**src/core/cmts_pkg.sv**
```systemverilog
// Constants and types shared by the coprocessor memory transfer sequencer.
// Assumes a single 50 MHz core clock and a synchronous active-low reset.
// How it works
// - Load: core issues addresses and read requests.
// - Store: core issues addresses and write requests.
// - Interrupt may abandon a busy-waiting transfer.
// - Transfers only in full-width instruction state.
// - Single word LAST at decode: one cycle.
// - WAIT gives idle cycles; access follows GO/LAST.
// - First access nonsequential, later ones sequential.
// - Fetch held idle; sequential only last cycle.
// - Store word follows its address by one cycle.
// - Condition pass one, cancel-after-issue zero.
package cmts_pkg;

    typedef enum logic [1:0] {
        HS_NO_COPROC_CODE,
        HS_WAIT,
        HS_GO,
        HS_LAST
    } cmts_hs_t;

    typedef enum logic [1:0] {
        ST_IDLE,
        ST_WAIT,
        ST_XFER,
        ST_DONE
    } cmts_state_t;

    localparam int          ADDR_W      = 32;
    localparam int          DATA_W      = 32;
    localparam logic [31:0] WORD_STEP   = 32'h0000_0004;
    localparam logic [31:0] FETCH_AHEAD = 32'h0000_000c;
    localparam logic [31:0] ADDR_RESET  = 32'h0000_0000;
    localparam logic [31:0] DATA_RESET  = 32'h0000_0000;
    localparam int          BUF_DEPTH   = 2;

endpackage

```
**src/core/cmts_stream_if.sv**
```systemverilog
// Valid/ready word channel used between the sequencer and its buffers.
// Assumes one clock domain.
`timescale 1ns/1ps
`default_nettype none
interface cmts_stream_if;
    logic                      valid;
    logic                      ready;
    logic [cmts_pkg::DATA_W-1:0] data;
    modport src (output valid, output data, input ready);
    modport snk (input valid, input data, output ready);
endinterface
`default_nettype wire

```
**src/core/cmts_sequencer.sv**
```systemverilog
// Coprocessor load/store transfer sequencer of the core's memory stage.
// Assumes the decoder presents one instruction at a time with a start address.
`timescale 1ns/1ps
`default_nettype none
module cmts_sequencer (
    input  wire logic                        ref_clk,
    input  wire logic                        rst_n,
    input  wire logic                        instrValid,
    input  wire logic                        coproc_load_op,
    input  wire logic                        coproc_store_op,
    input  wire logic                        fullWidthState,
    input  wire logic [cmts_pkg::ADDR_W-1:0] startAddr,
    input  wire logic [cmts_pkg::ADDR_W-1:0] pcAddr,
    input  wire logic                        irqPending,
    output logic                             instrAccept,
    output logic                             xferDone,
    output logic                             xferAbandoned,
    output logic                             noCoproc,
    input  wire cmts_pkg::cmts_hs_t          decode_stage_handshake,
    input  wire cmts_pkg::cmts_hs_t          execute_stage_handshake,
    output logic                             condPass,
    output logic                             cancel_after_issue,
    output logic [cmts_pkg::ADDR_W-1:0]      fetch_addr_bus,
    output logic                             fetch_request_n,
    output logic                             fetch_sequential,
    output logic [cmts_pkg::ADDR_W-1:0]      load_store_addr_bus,
    output logic                             load_store_request_n,
    output logic                             load_store_sequential,
    output logic                             load_store_write,
    input  wire logic [cmts_pkg::DATA_W-1:0] memReadData,
    output logic [cmts_pkg::DATA_W-1:0]      memWriteData,
    output logic                             cpLoadValid,
    input  wire logic                        cpLoadReady,
    output logic [cmts_pkg::DATA_W-1:0]      cpLoadData,
    input  wire logic                        cpStoreValid,
    output logic                             cpStoreReady,
    input  wire logic [cmts_pkg::DATA_W-1:0] cpStoreData
);
    // ========================================================================
    // Sequencer state
    // ========================================================================
    cmts_pkg::cmts_state_t       state_r, state_nxt;
    logic                        isStore_r, isStore_nxt;
    logic                        firstAcc_r, firstAcc_nxt;
    logic [cmts_pkg::ADDR_W-1:0] addr_r, addr_nxt;
    logic [cmts_pkg::ADDR_W-1:0] pc_r, pc_nxt;
    logic                        rdPend_r, rdPend_nxt;
    logic                        access;
    logic                        lastAcc;
    logic                        accept;
    cmts_pkg::cmts_hs_t          hs;

    cmts_stream_if ldIn ();
    cmts_stream_if ldOut ();
    cmts_stream_if stIn ();
    cmts_stream_if stOut ();

    function automatic logic hsStarts(input cmts_pkg::cmts_hs_t h);
        hsStarts = (h == cmts_pkg::HS_GO) || (h == cmts_pkg::HS_LAST);
    endfunction

    // Transfers are refused outside the full-width state and when no coprocessor answers.
    assign accept = instrValid && fullWidthState && (coproc_load_op || coproc_store_op)
                    && (decode_stage_handshake != cmts_pkg::HS_NO_COPROC_CODE);
    // The decode-stage answer steers the idle cycle; the execute-stage answer steers
    // every cycle after it.
    assign hs     = (state_r == cmts_pkg::ST_IDLE) ? decode_stage_handshake : execute_stage_handshake;

    // ========================================================================
    // Transfer state machine
    // ========================================================================
    always_comb begin
        state_nxt    = state_r;
        isStore_nxt  = isStore_r;
        firstAcc_nxt = firstAcc_r;
        addr_nxt     = addr_r;
        pc_nxt       = pc_r;
        access       = 1'b0;
        lastAcc      = 1'b0;
        case (state_r)
            cmts_pkg::ST_IDLE: begin
                if (accept) begin
                    isStore_nxt  = coproc_store_op;
                    firstAcc_nxt = 1'b1;
                    addr_nxt     = startAddr;
                    pc_nxt       = pcAddr + cmts_pkg::FETCH_AHEAD;
                    if (decode_stage_handshake == cmts_pkg::HS_WAIT) begin
                        state_nxt = cmts_pkg::ST_WAIT;
                    end else if (decode_stage_handshake == cmts_pkg::HS_LAST) begin
                        state_nxt = cmts_pkg::ST_DONE;
                    end else begin
                        state_nxt = cmts_pkg::ST_XFER;
                    end
                end
            end
            cmts_pkg::ST_WAIT: begin
                // Only a transfer still waiting may be abandoned; once GO or LAST is seen
                // it runs to the end, so no memory access is ever cut short.
                if (hsStarts(hs)) begin
                    state_nxt = (hs == cmts_pkg::HS_LAST) ? cmts_pkg::ST_DONE : cmts_pkg::ST_XFER;
                end else if (irqPending) begin
                    state_nxt = cmts_pkg::ST_IDLE;
                end
            end
            cmts_pkg::ST_XFER: begin
                access       = 1'b1;
                firstAcc_nxt = 1'b0;
                addr_nxt     = addr_r + cmts_pkg::WORD_STEP;
                if (hs == cmts_pkg::HS_LAST) begin
                    state_nxt = cmts_pkg::ST_DONE;
                end
            end
            default: begin
                access    = 1'b1;
                lastAcc   = 1'b1;
                state_nxt = cmts_pkg::ST_IDLE;
            end
        endcase
    end

    always_ff @(posedge ref_clk) begin
        if (!rst_n) begin
            state_r    <= cmts_pkg::ST_IDLE;
            isStore_r  <= 1'b0;
            firstAcc_r <= 1'b0;
            addr_r     <= cmts_pkg::ADDR_RESET;
            pc_r       <= cmts_pkg::ADDR_RESET;
        end else begin
            state_r    <= state_nxt;
            isStore_r  <= isStore_nxt;
            firstAcc_r <= firstAcc_nxt;
            addr_r     <= addr_nxt;
            pc_r       <= pc_nxt;
        end
    end

    // ========================================================================
    // Memory request outputs
    // ========================================================================
    // The fetch side stays idle for the whole transfer and resumes with a sequential
    // fetch in the last access cycle.
    assign load_store_addr_bus   = access ? addr_r : cmts_pkg::ADDR_RESET;
    assign load_store_request_n  = ~access;
    assign load_store_sequential = access && !firstAcc_r;
    assign load_store_write      = access && isStore_r;
    assign fetch_addr_bus        = pc_r;
    assign fetch_request_n       = !(lastAcc || (state_r == cmts_pkg::ST_IDLE));
    assign fetch_sequential      = lastAcc;
    assign condPass              = (state_r != cmts_pkg::ST_IDLE);
    assign cancel_after_issue    = 1'b0;
    assign instrAccept           = accept && (state_r == cmts_pkg::ST_IDLE);
    assign xferDone              = lastAcc;
    assign xferAbandoned         = (state_r == cmts_pkg::ST_WAIT) && !hsStarts(hs) && irqPending;
    assign noCoproc              = instrValid && (state_r == cmts_pkg::ST_IDLE)
                                   && (decode_stage_handshake == cmts_pkg::HS_NO_COPROC_CODE);

    // ========================================================================
    // Load path: read word returns one cycle after its address
    // ========================================================================
    always_comb begin
        rdPend_nxt = access && !isStore_r;
    end

    always_ff @(posedge ref_clk) begin
        if (!rst_n) begin
            rdPend_r <= 1'b0;
        end else begin
            rdPend_r <= rdPend_nxt;
        end
    end

    // Two entries absorb a short coprocessor stall; a longer one drops words, which
    // the coprocessor must not allow.
    assign ldIn.valid  = rdPend_r;
    assign ldIn.data   = memReadData;
    assign cpLoadValid = ldOut.valid;
    assign cpLoadData  = ldOut.data;
    assign ldOut.ready = cpLoadReady;

    cmts_skid_buf u_load_buf (
        .ref_clk (ref_clk),
        .rst_n   (rst_n),
        .inS     (ldIn),
        .outS    (ldOut)
    );

    // ========================================================================
    // Store path: the write word follows its address by one cycle
    // ========================================================================
    logic [cmts_pkg::DATA_W-1:0] wrData_r, wrData_nxt;

    // The store buffer must already hold a word when its address goes out; an empty
    // buffer writes a stale word.
    assign stIn.valid   = cpStoreValid;
    assign stIn.data    = cpStoreData;
    assign cpStoreReady = stIn.ready;
    assign stOut.ready  = access && isStore_r;

    always_comb begin
        wrData_nxt = wrData_r;
        if (access && isStore_r) begin
            wrData_nxt = stOut.data;
        end
    end

    always_ff @(posedge ref_clk) begin
        if (!rst_n) begin
            wrData_r <= cmts_pkg::DATA_RESET;
        end else begin
            wrData_r <= wrData_nxt;
        end
    end

    assign memWriteData = wrData_r;

    cmts_skid_buf u_store_buf (
        .ref_clk (ref_clk),
        .rst_n   (rst_n),
        .inS     (stIn),
        .outS    (stOut)
    );

    // ========================================================================
    // Checks
    // ========================================================================
    // All checks are quiet while reset is held.
    seq_addr_step_a: assert property (@(posedge ref_clk) disable iff (!rst_n)
        (access && $past(access) && !firstAcc_r) |-> (load_store_addr_bus == $past(load_store_addr_bus) + 32'h4))
        else $error("Sequential address did not step by four.");

    first_nonseq_a: assert property (@(posedge ref_clk) disable iff (!rst_n)
        (access && !$past(access)) |-> !load_store_sequential)
        else $error("First access was sequential.");

    wait_idle_a: assert property (@(posedge ref_clk) disable iff (!rst_n)
        (state_r == cmts_pkg::ST_WAIT) |-> (load_store_request_n && fetch_request_n))
        else $error("Request made while waiting.");

    go_starts_a: assert property (@(posedge ref_clk) disable iff (!rst_n)
        ((state_r == cmts_pkg::ST_WAIT) && hsStarts(execute_stage_handshake)) |=> !load_store_request_n)
        else $error("Access did not follow GO or LAST.");

    single_word_a: assert property (@(posedge ref_clk) disable iff (!rst_n)
        (instrAccept && decode_stage_handshake == cmts_pkg::HS_LAST) |=> (xferDone ##1 load_store_request_n))
        else $error("Single word transfer not one cycle.");

    fetch_last_a: assert property (@(posedge ref_clk) disable iff (!rst_n)
        (access && !fetch_request_n) |-> (fetch_sequential && xferDone))
        else $error("Fetch issued before the last cycle.");

    pass_cancel_a: assert property (@(posedge ref_clk) disable iff (!rst_n)
        access |-> (condPass && !cancel_after_issue))
        else $error("Pass or cancel wrong during transfer.");

    full_width_a: assert property (@(posedge ref_clk) disable iff (!rst_n)
        instrAccept |-> fullWidthState)
        else $error("Transfer started outside full-width state.");

    read_return_a: assert property (@(posedge ref_clk) disable iff (!rst_n)
        (access && !isStore_r) |=> ldIn.valid)
        else $error("Read word not captured next cycle.");

    done_to_idle_a: assert property (@(posedge ref_clk) disable iff (!rst_n)
        xferDone |=> (state_r == cmts_pkg::ST_IDLE))
        else $error("No idle cycle after the last access.");

    last_ends_a: assert property (@(posedge ref_clk) disable iff (!rst_n)
        ((state_r == cmts_pkg::ST_XFER) && (execute_stage_handshake == cmts_pkg::HS_LAST)) |=> xferDone)
        else $error("LAST did not lead to the final access.");

    no_addr_idle_a: assert property (@(posedge ref_clk) disable iff (!rst_n)
        load_store_request_n |-> (load_store_addr_bus == cmts_pkg::ADDR_RESET))
        else $error("Data address shown without a request.");

    write_word_a: assert property (@(posedge ref_clk) disable iff (!rst_n)
        (access && isStore_r) |=> (memWriteData == $past(stOut.data)))
        else $error("Write word did not follow its address.");

    store_no_read_a: assert property (@(posedge ref_clk) disable iff (!rst_n)
        (access && isStore_r) |=> !ldIn.valid)
        else $error("Store access captured a read word.");

    load_no_write_a: assert property (@(posedge ref_clk) disable iff (!rst_n)
        (access && !isStore_r) |-> !load_store_write)
        else $error("Load access marked as a write.");

    abandon_idle_a: assert property (@(posedge ref_clk) disable iff (!rst_n)
        xferAbandoned |=> ((state_r == cmts_pkg::ST_IDLE) && load_store_request_n))
        else $error("Abandoned transfer still running.");

    fetch_hold_a: assert property (@(posedge ref_clk) disable iff (!rst_n)
        ((state_r != cmts_pkg::ST_IDLE) && $past(state_r != cmts_pkg::ST_IDLE)) |-> $stable(fetch_addr_bus))
        else $error("Fetch address moved during a transfer.");

    wait_pass_a: assert property (@(posedge ref_clk) disable iff (!rst_n)
        (state_r == cmts_pkg::ST_WAIT) |-> (condPass && !cancel_after_issue))
        else $error("Pass or cancel wrong while waiting.");

    refuse_no_coproc_code_a: assert property (@(posedge ref_clk) disable iff (!rst_n)
        (decode_stage_handshake == cmts_pkg::HS_NO_COPROC_CODE) |-> !instrAccept)
        else $error("Instruction taken with no coprocessor.");
endmodule
`default_nettype wire

```
**src/core/cmts_skid_buf.sv**
```systemverilog
// Two-entry word buffer with valid and ready on both sides.
// Assumes one clock and a synchronous active-low reset.
`timescale 1ns/1ps
`default_nettype none
module cmts_skid_buf (
    input  wire logic   ref_clk,
    input  wire logic   rst_n,
    cmts_stream_if.snk  inS,
    cmts_stream_if.src  outS
);
    logic [cmts_pkg::DATA_W-1:0] mem_r [cmts_pkg::BUF_DEPTH];
    logic [cmts_pkg::DATA_W-1:0] mem_nxt [cmts_pkg::BUF_DEPTH];
    logic                        wrPtr_r, wrPtr_nxt, rdPtr_r, rdPtr_nxt;
    logic [1:0]                  count_r, count_nxt;
    logic                        push, pop;

    assign inS.ready  = (count_r != 2'h2);
    assign outS.valid = (count_r != 2'h0);
    assign outS.data  = mem_r[rdPtr_r];
    assign push       = inS.valid && inS.ready;
    assign pop        = outS.valid && outS.ready;

    always_comb begin
        mem_nxt   = mem_r;
        wrPtr_nxt = wrPtr_r;
        rdPtr_nxt = rdPtr_r;
        if (push) begin
            mem_nxt[wrPtr_r] = inS.data;
            wrPtr_nxt        = ~wrPtr_r;
        end
        if (pop) begin
            rdPtr_nxt = ~rdPtr_r;
        end
        count_nxt = count_r + {1'b0, push} - {1'b0, pop};
    end

    always_ff @(posedge ref_clk) begin
        if (!rst_n) begin
            for (int i = 0; i < cmts_pkg::BUF_DEPTH; i++) begin
                mem_r[i] <= cmts_pkg::DATA_RESET;
            end
            wrPtr_r <= 1'b0;
            rdPtr_r <= 1'b0;
            count_r <= 2'h0;
        end else begin
            mem_r   <= mem_nxt;
            wrPtr_r <= wrPtr_nxt;
            rdPtr_r <= rdPtr_nxt;
            count_r <= count_nxt;
        end
    end

    no_overflow_a: assert property (@(posedge ref_clk) disable iff (!rst_n)
        count_r <= 2'h2) else $error("Buffer count above two.");
endmodule
`default_nettype wire

```
**config.mk**
```make
export PLATFORM = sky130hd
export DESIGN_NAME = cmts_sequencer
export DESIGN_NICKNAME = d
export VERILOG_FILES = /design/src/core/cmts_pkg.sv /design/src/core/cmts_stream_if.sv /design/src/core/cmts_sequencer.sv /design/src/core/cmts_skid_buf.sv
export SDC_FILE = /design/constraint.sdc
export NUM_CORES = 1
export LEC_CHECK = 0
export BUFFER_PORTS_ARGS = -buffer_cell sky130_fd_sc_hd__buf_2
export CAP_MARGIN = 20
export CORE_AREA = 5 5 156 307
export CTS_BUF_LIST = sky130_fd_sc_hd__clkbuf_4
export DETAILED_ROUTE_END_ITERATION = 8
export DIE_AREA = 0 0 161 312
export PLACE_DENSITY = 0.46
export SETUP_SLACK_MARGIN = 0.15
export SLEW_MARGIN = 20
export SYNTH_ARGS = -nofsm -noshare
export SYNTH_HDL_FRONTEND = slang
export SYNTH_SLANG_ARGS = --single-unit
```
**constraint.sdc**
```tcl
create_clock -name ref_clk -period 2.85 [get_ports ref_clk]
set_input_delay 0.285 -clock ref_clk [delete_from_list [all_inputs] [get_ports ref_clk]]
set_output_delay 0.285 -clock ref_clk [all_outputs]
set_load 0.02 [all_outputs]
```
==> flow_summary_export.csv <==
group,metric,value,unit
grt,overflow,0,
clock_tree,clk_pin_slew,0.07,ns
outcome,status,"completed",
finish,drive_gt1_frac,0.2677,
synthesis,syn_nets,1467,
synthesis,synth_top_area_frac,0.4274,
drt,ant_nets,0,
die,dieArea,0.05023,mm2
finish,final_nets,1893,
clock_tree,ctsRootBufferMaster,"clkbuf_4",
sta,finalHoldViolations,0,
clock_tree,cts_buffers,66,
critical_path,critPathLaunchType,"input pin",
critical_path,cp.required,3.46,ns
grt,grt_max_degree,116,
sta,worst-slew-pin-transition,0.8180,ns
finish,fin_util,0.3443,
grt,grt_pass1_wl,63690,um
grt,antenna_found_initial,5,
synthesis,netlist_top_cells_count,"nand2_1 (339), dfxtp_1 (237), a21boi_0 (134)",
synthesis,yosys_warnings,0,
critical_path,endpoint_kind,"flip-flop",
pwr,leakagePower,6.769,nW
sta,rsz0062_at_grt,"false",
synthesis,synth.distinct_cells,60,
drt,first_pass_iters,4,
finish,area_growth,39.99,%
critical_path,critical_path_class,"in -> reg",
clock_tree,clock-sinks,237,
synthesis,ys_async_sr_fraction,0,
synthesis,syn-cell-area,0.01110,mm2
clock_tree,clock_path_buffers,3,
synthesis,ys_ff_latch,237,
grt,grt_pass1_vias,11435,
sta,fin_skew,0.04485,ns
synthesis,synth_edf_count,0,
die,core,0.04514,mm2
clock_tree,cts_tree,"done",
critical_path,crit_start,"pcAddr[12]",
clock_tree,clock_latency,0.72,ns
synthesis,seq_area_frac_synth,0.4274,
drt,drc,0,
sta,slew_headroom,0.4547,
sta,finalSetupViolations,0,
synthesis,synthMuxAreaShare,0.07033,
synthesis,synth_xor_area_frac,0.02525,
die,die_h,312,um
grt,grt_use_total,0.1589,
die,rows,110,
place,port_buffers,280,
critical_path,path_max_fanout,14,
sta,finalSetupTns,0,ns
synthesis,syn_avg_cell_area,8.436,um2
synthesis,synth-adder-area-share,0.01127,
place,post-dp-hpwl,28100,um
worst_hold_path,min_from,"pcAddr[3]",
drt,drt_first_iter_violations,447,
pwr,peakVddDrop,0.2887,mV
drt,wl_per_cell,17.35,um
pwr,p_total,0.01051,W
synthesis,syn_inst,1316,
synthesis,synth_most_common_cell,"nand2_1",
synthesis,synth_area_leaders,"dfxtp_1 (43%), nand2_1 (11%), a21boi_0 (9.1%)",
critical_path,reg2reg_from,"state_r[0]",
sta,finalCritPeriodShare,0.9242,
synthesis,synth_top_area_cell,"dfxtp_1",
synthesis,yosys.area_share.simple,0.2219,
die,start_util,0.2459,
die,dieWidth,161,um
die,io_pins,282,
synthesis,yosys_most_used_dff,"dfxtp_1",
clock_tree,cts_max_level,3,
synthesis,synth-compound-area-share,0.2024,
drt,vias,11058,
critical_path,arrival,3.24,ns
pwr,p_per_area,676.4,mW/mm2
flow_run,drv_cap,0,
drt,wl,40730,um
worst_hold_path,hold_path_class,"in -> reg",
drt,via_per_inst,4.712,
sta,slew_viol_final,0,
sta,max_freq,379.6,MHz
sta,min_period,2.634,ns
place,globalplace.congestion,0.8336,
synthesis,synth_top_family_by_area,"simple AND/OR/NAND/NOR gates",
==> power breakdown <==
part,internal (W),switching [W],leakage [nW]
registers,0.00368,0.000276,1.93
clock network,0.00182,0.00151,0.499
logic,0.00130,0.00194,4.34
==> critical path, stage by stage <==
cell and delay [ns]:
dlygate4sd3_1 0.51, buf_2 0.15, and4_1 0.24, and3_1 0.49
nand3_1 0.14, o21ai_0 0.18, dlygate4sd3_1 0.57, a31oi_1 0.09
dlygate4sd3_1 0.57
==> cell usage in the layout (no fill, tap or decap), types with 42 or more instances in the layout <==
cell type and instances:
and2_1 42, buf_2 278, a21boi_0 134, nand2_1 339, dlygate4sd3_1 143, mux2i_1 42
a21oi_1 42, dfxtp_1 234, clkbuf_4 90, o21ai_0 51
==> final cells by class <==
| class | count | area (um2) |
|---|---|---|
| multi-input cells | 964 | 5972 |
| flip-flops and latches | 237 | 4748 |
| clock buffers | 90 | 675.6 |
| repair buffers | 455 | 3182 |
| diodes | 5 | 12.51 |
| inverters | 18 | 71.32 |
| well taps | 560 | 700.7 |
| fillers | 4769 | 29600 |
| clock inverters | 18 | 178.9 |
==> path summary, 6_finish.rpt <==
kind	end	slack, ns	depth (start not counted)
setup / recovery	fetch_addr_bus[29]	0.22	9
hold / removal	fetch_addr_bus[3]	0.13	5
setup reg to reg	state_r[0]	0.36	8
hold reg to reg	u_load_buf.mem_r[15]	0.46	2
==> repair_timing <==
action,in CTS,in global routing
endpoints found under the setup margin,36,7
pin swaps,4,1
buffers inserted,4,0
hold buffers,143,0
cloned,3,0
hold endpoints to repair,203,0
gates resized for setup,18,4
==> flip-flops by register name, summed over array words and instances (netlist names), 2 cells and up <==
register	count
state_r	2
u_store_buf.mem_r	64
u_load_buf.mem_r	64
u_load_buf.count_r	2
addr_r	32
fetch_addr_bus	32
u_store_buf.count_r	2
memWriteData	32
==> cells by family after synthesis <==
group / count (synthesis)
xor+xnor: 32
flops: 237
simple gates: 534
buf+inv: 116
compound gates: 312
mux: 74
other cells: 1
fa+ha+maj: 10
==> through the flow <==
step | hold WS [ns] | cell area, um2 | std cells | worst slack (ns)
detailed placement | 0.4555 | 13060 | 2084 | 0.3588
global route | 0.04626 | 15530 | 2344 | 0.1566
global placement | 0.4463 | 13060 | 2084 | 0.4231
floorplan | 0.4099 | 11100 | 1316 | 0.6939
finish | 0.1285 | 15540 | 2347 | 0.2159
CTS | 0.01401 | 15520 | 2342 | 0.1426
==> metal layers <==
layer	wire length [um]	global-route usage
met1	15150	0.1658
met2	21490	0.2928
met3	2460	0.04088
met4	1625	0.07724
met5	0	0
Power figures use the tool's default switching activity.
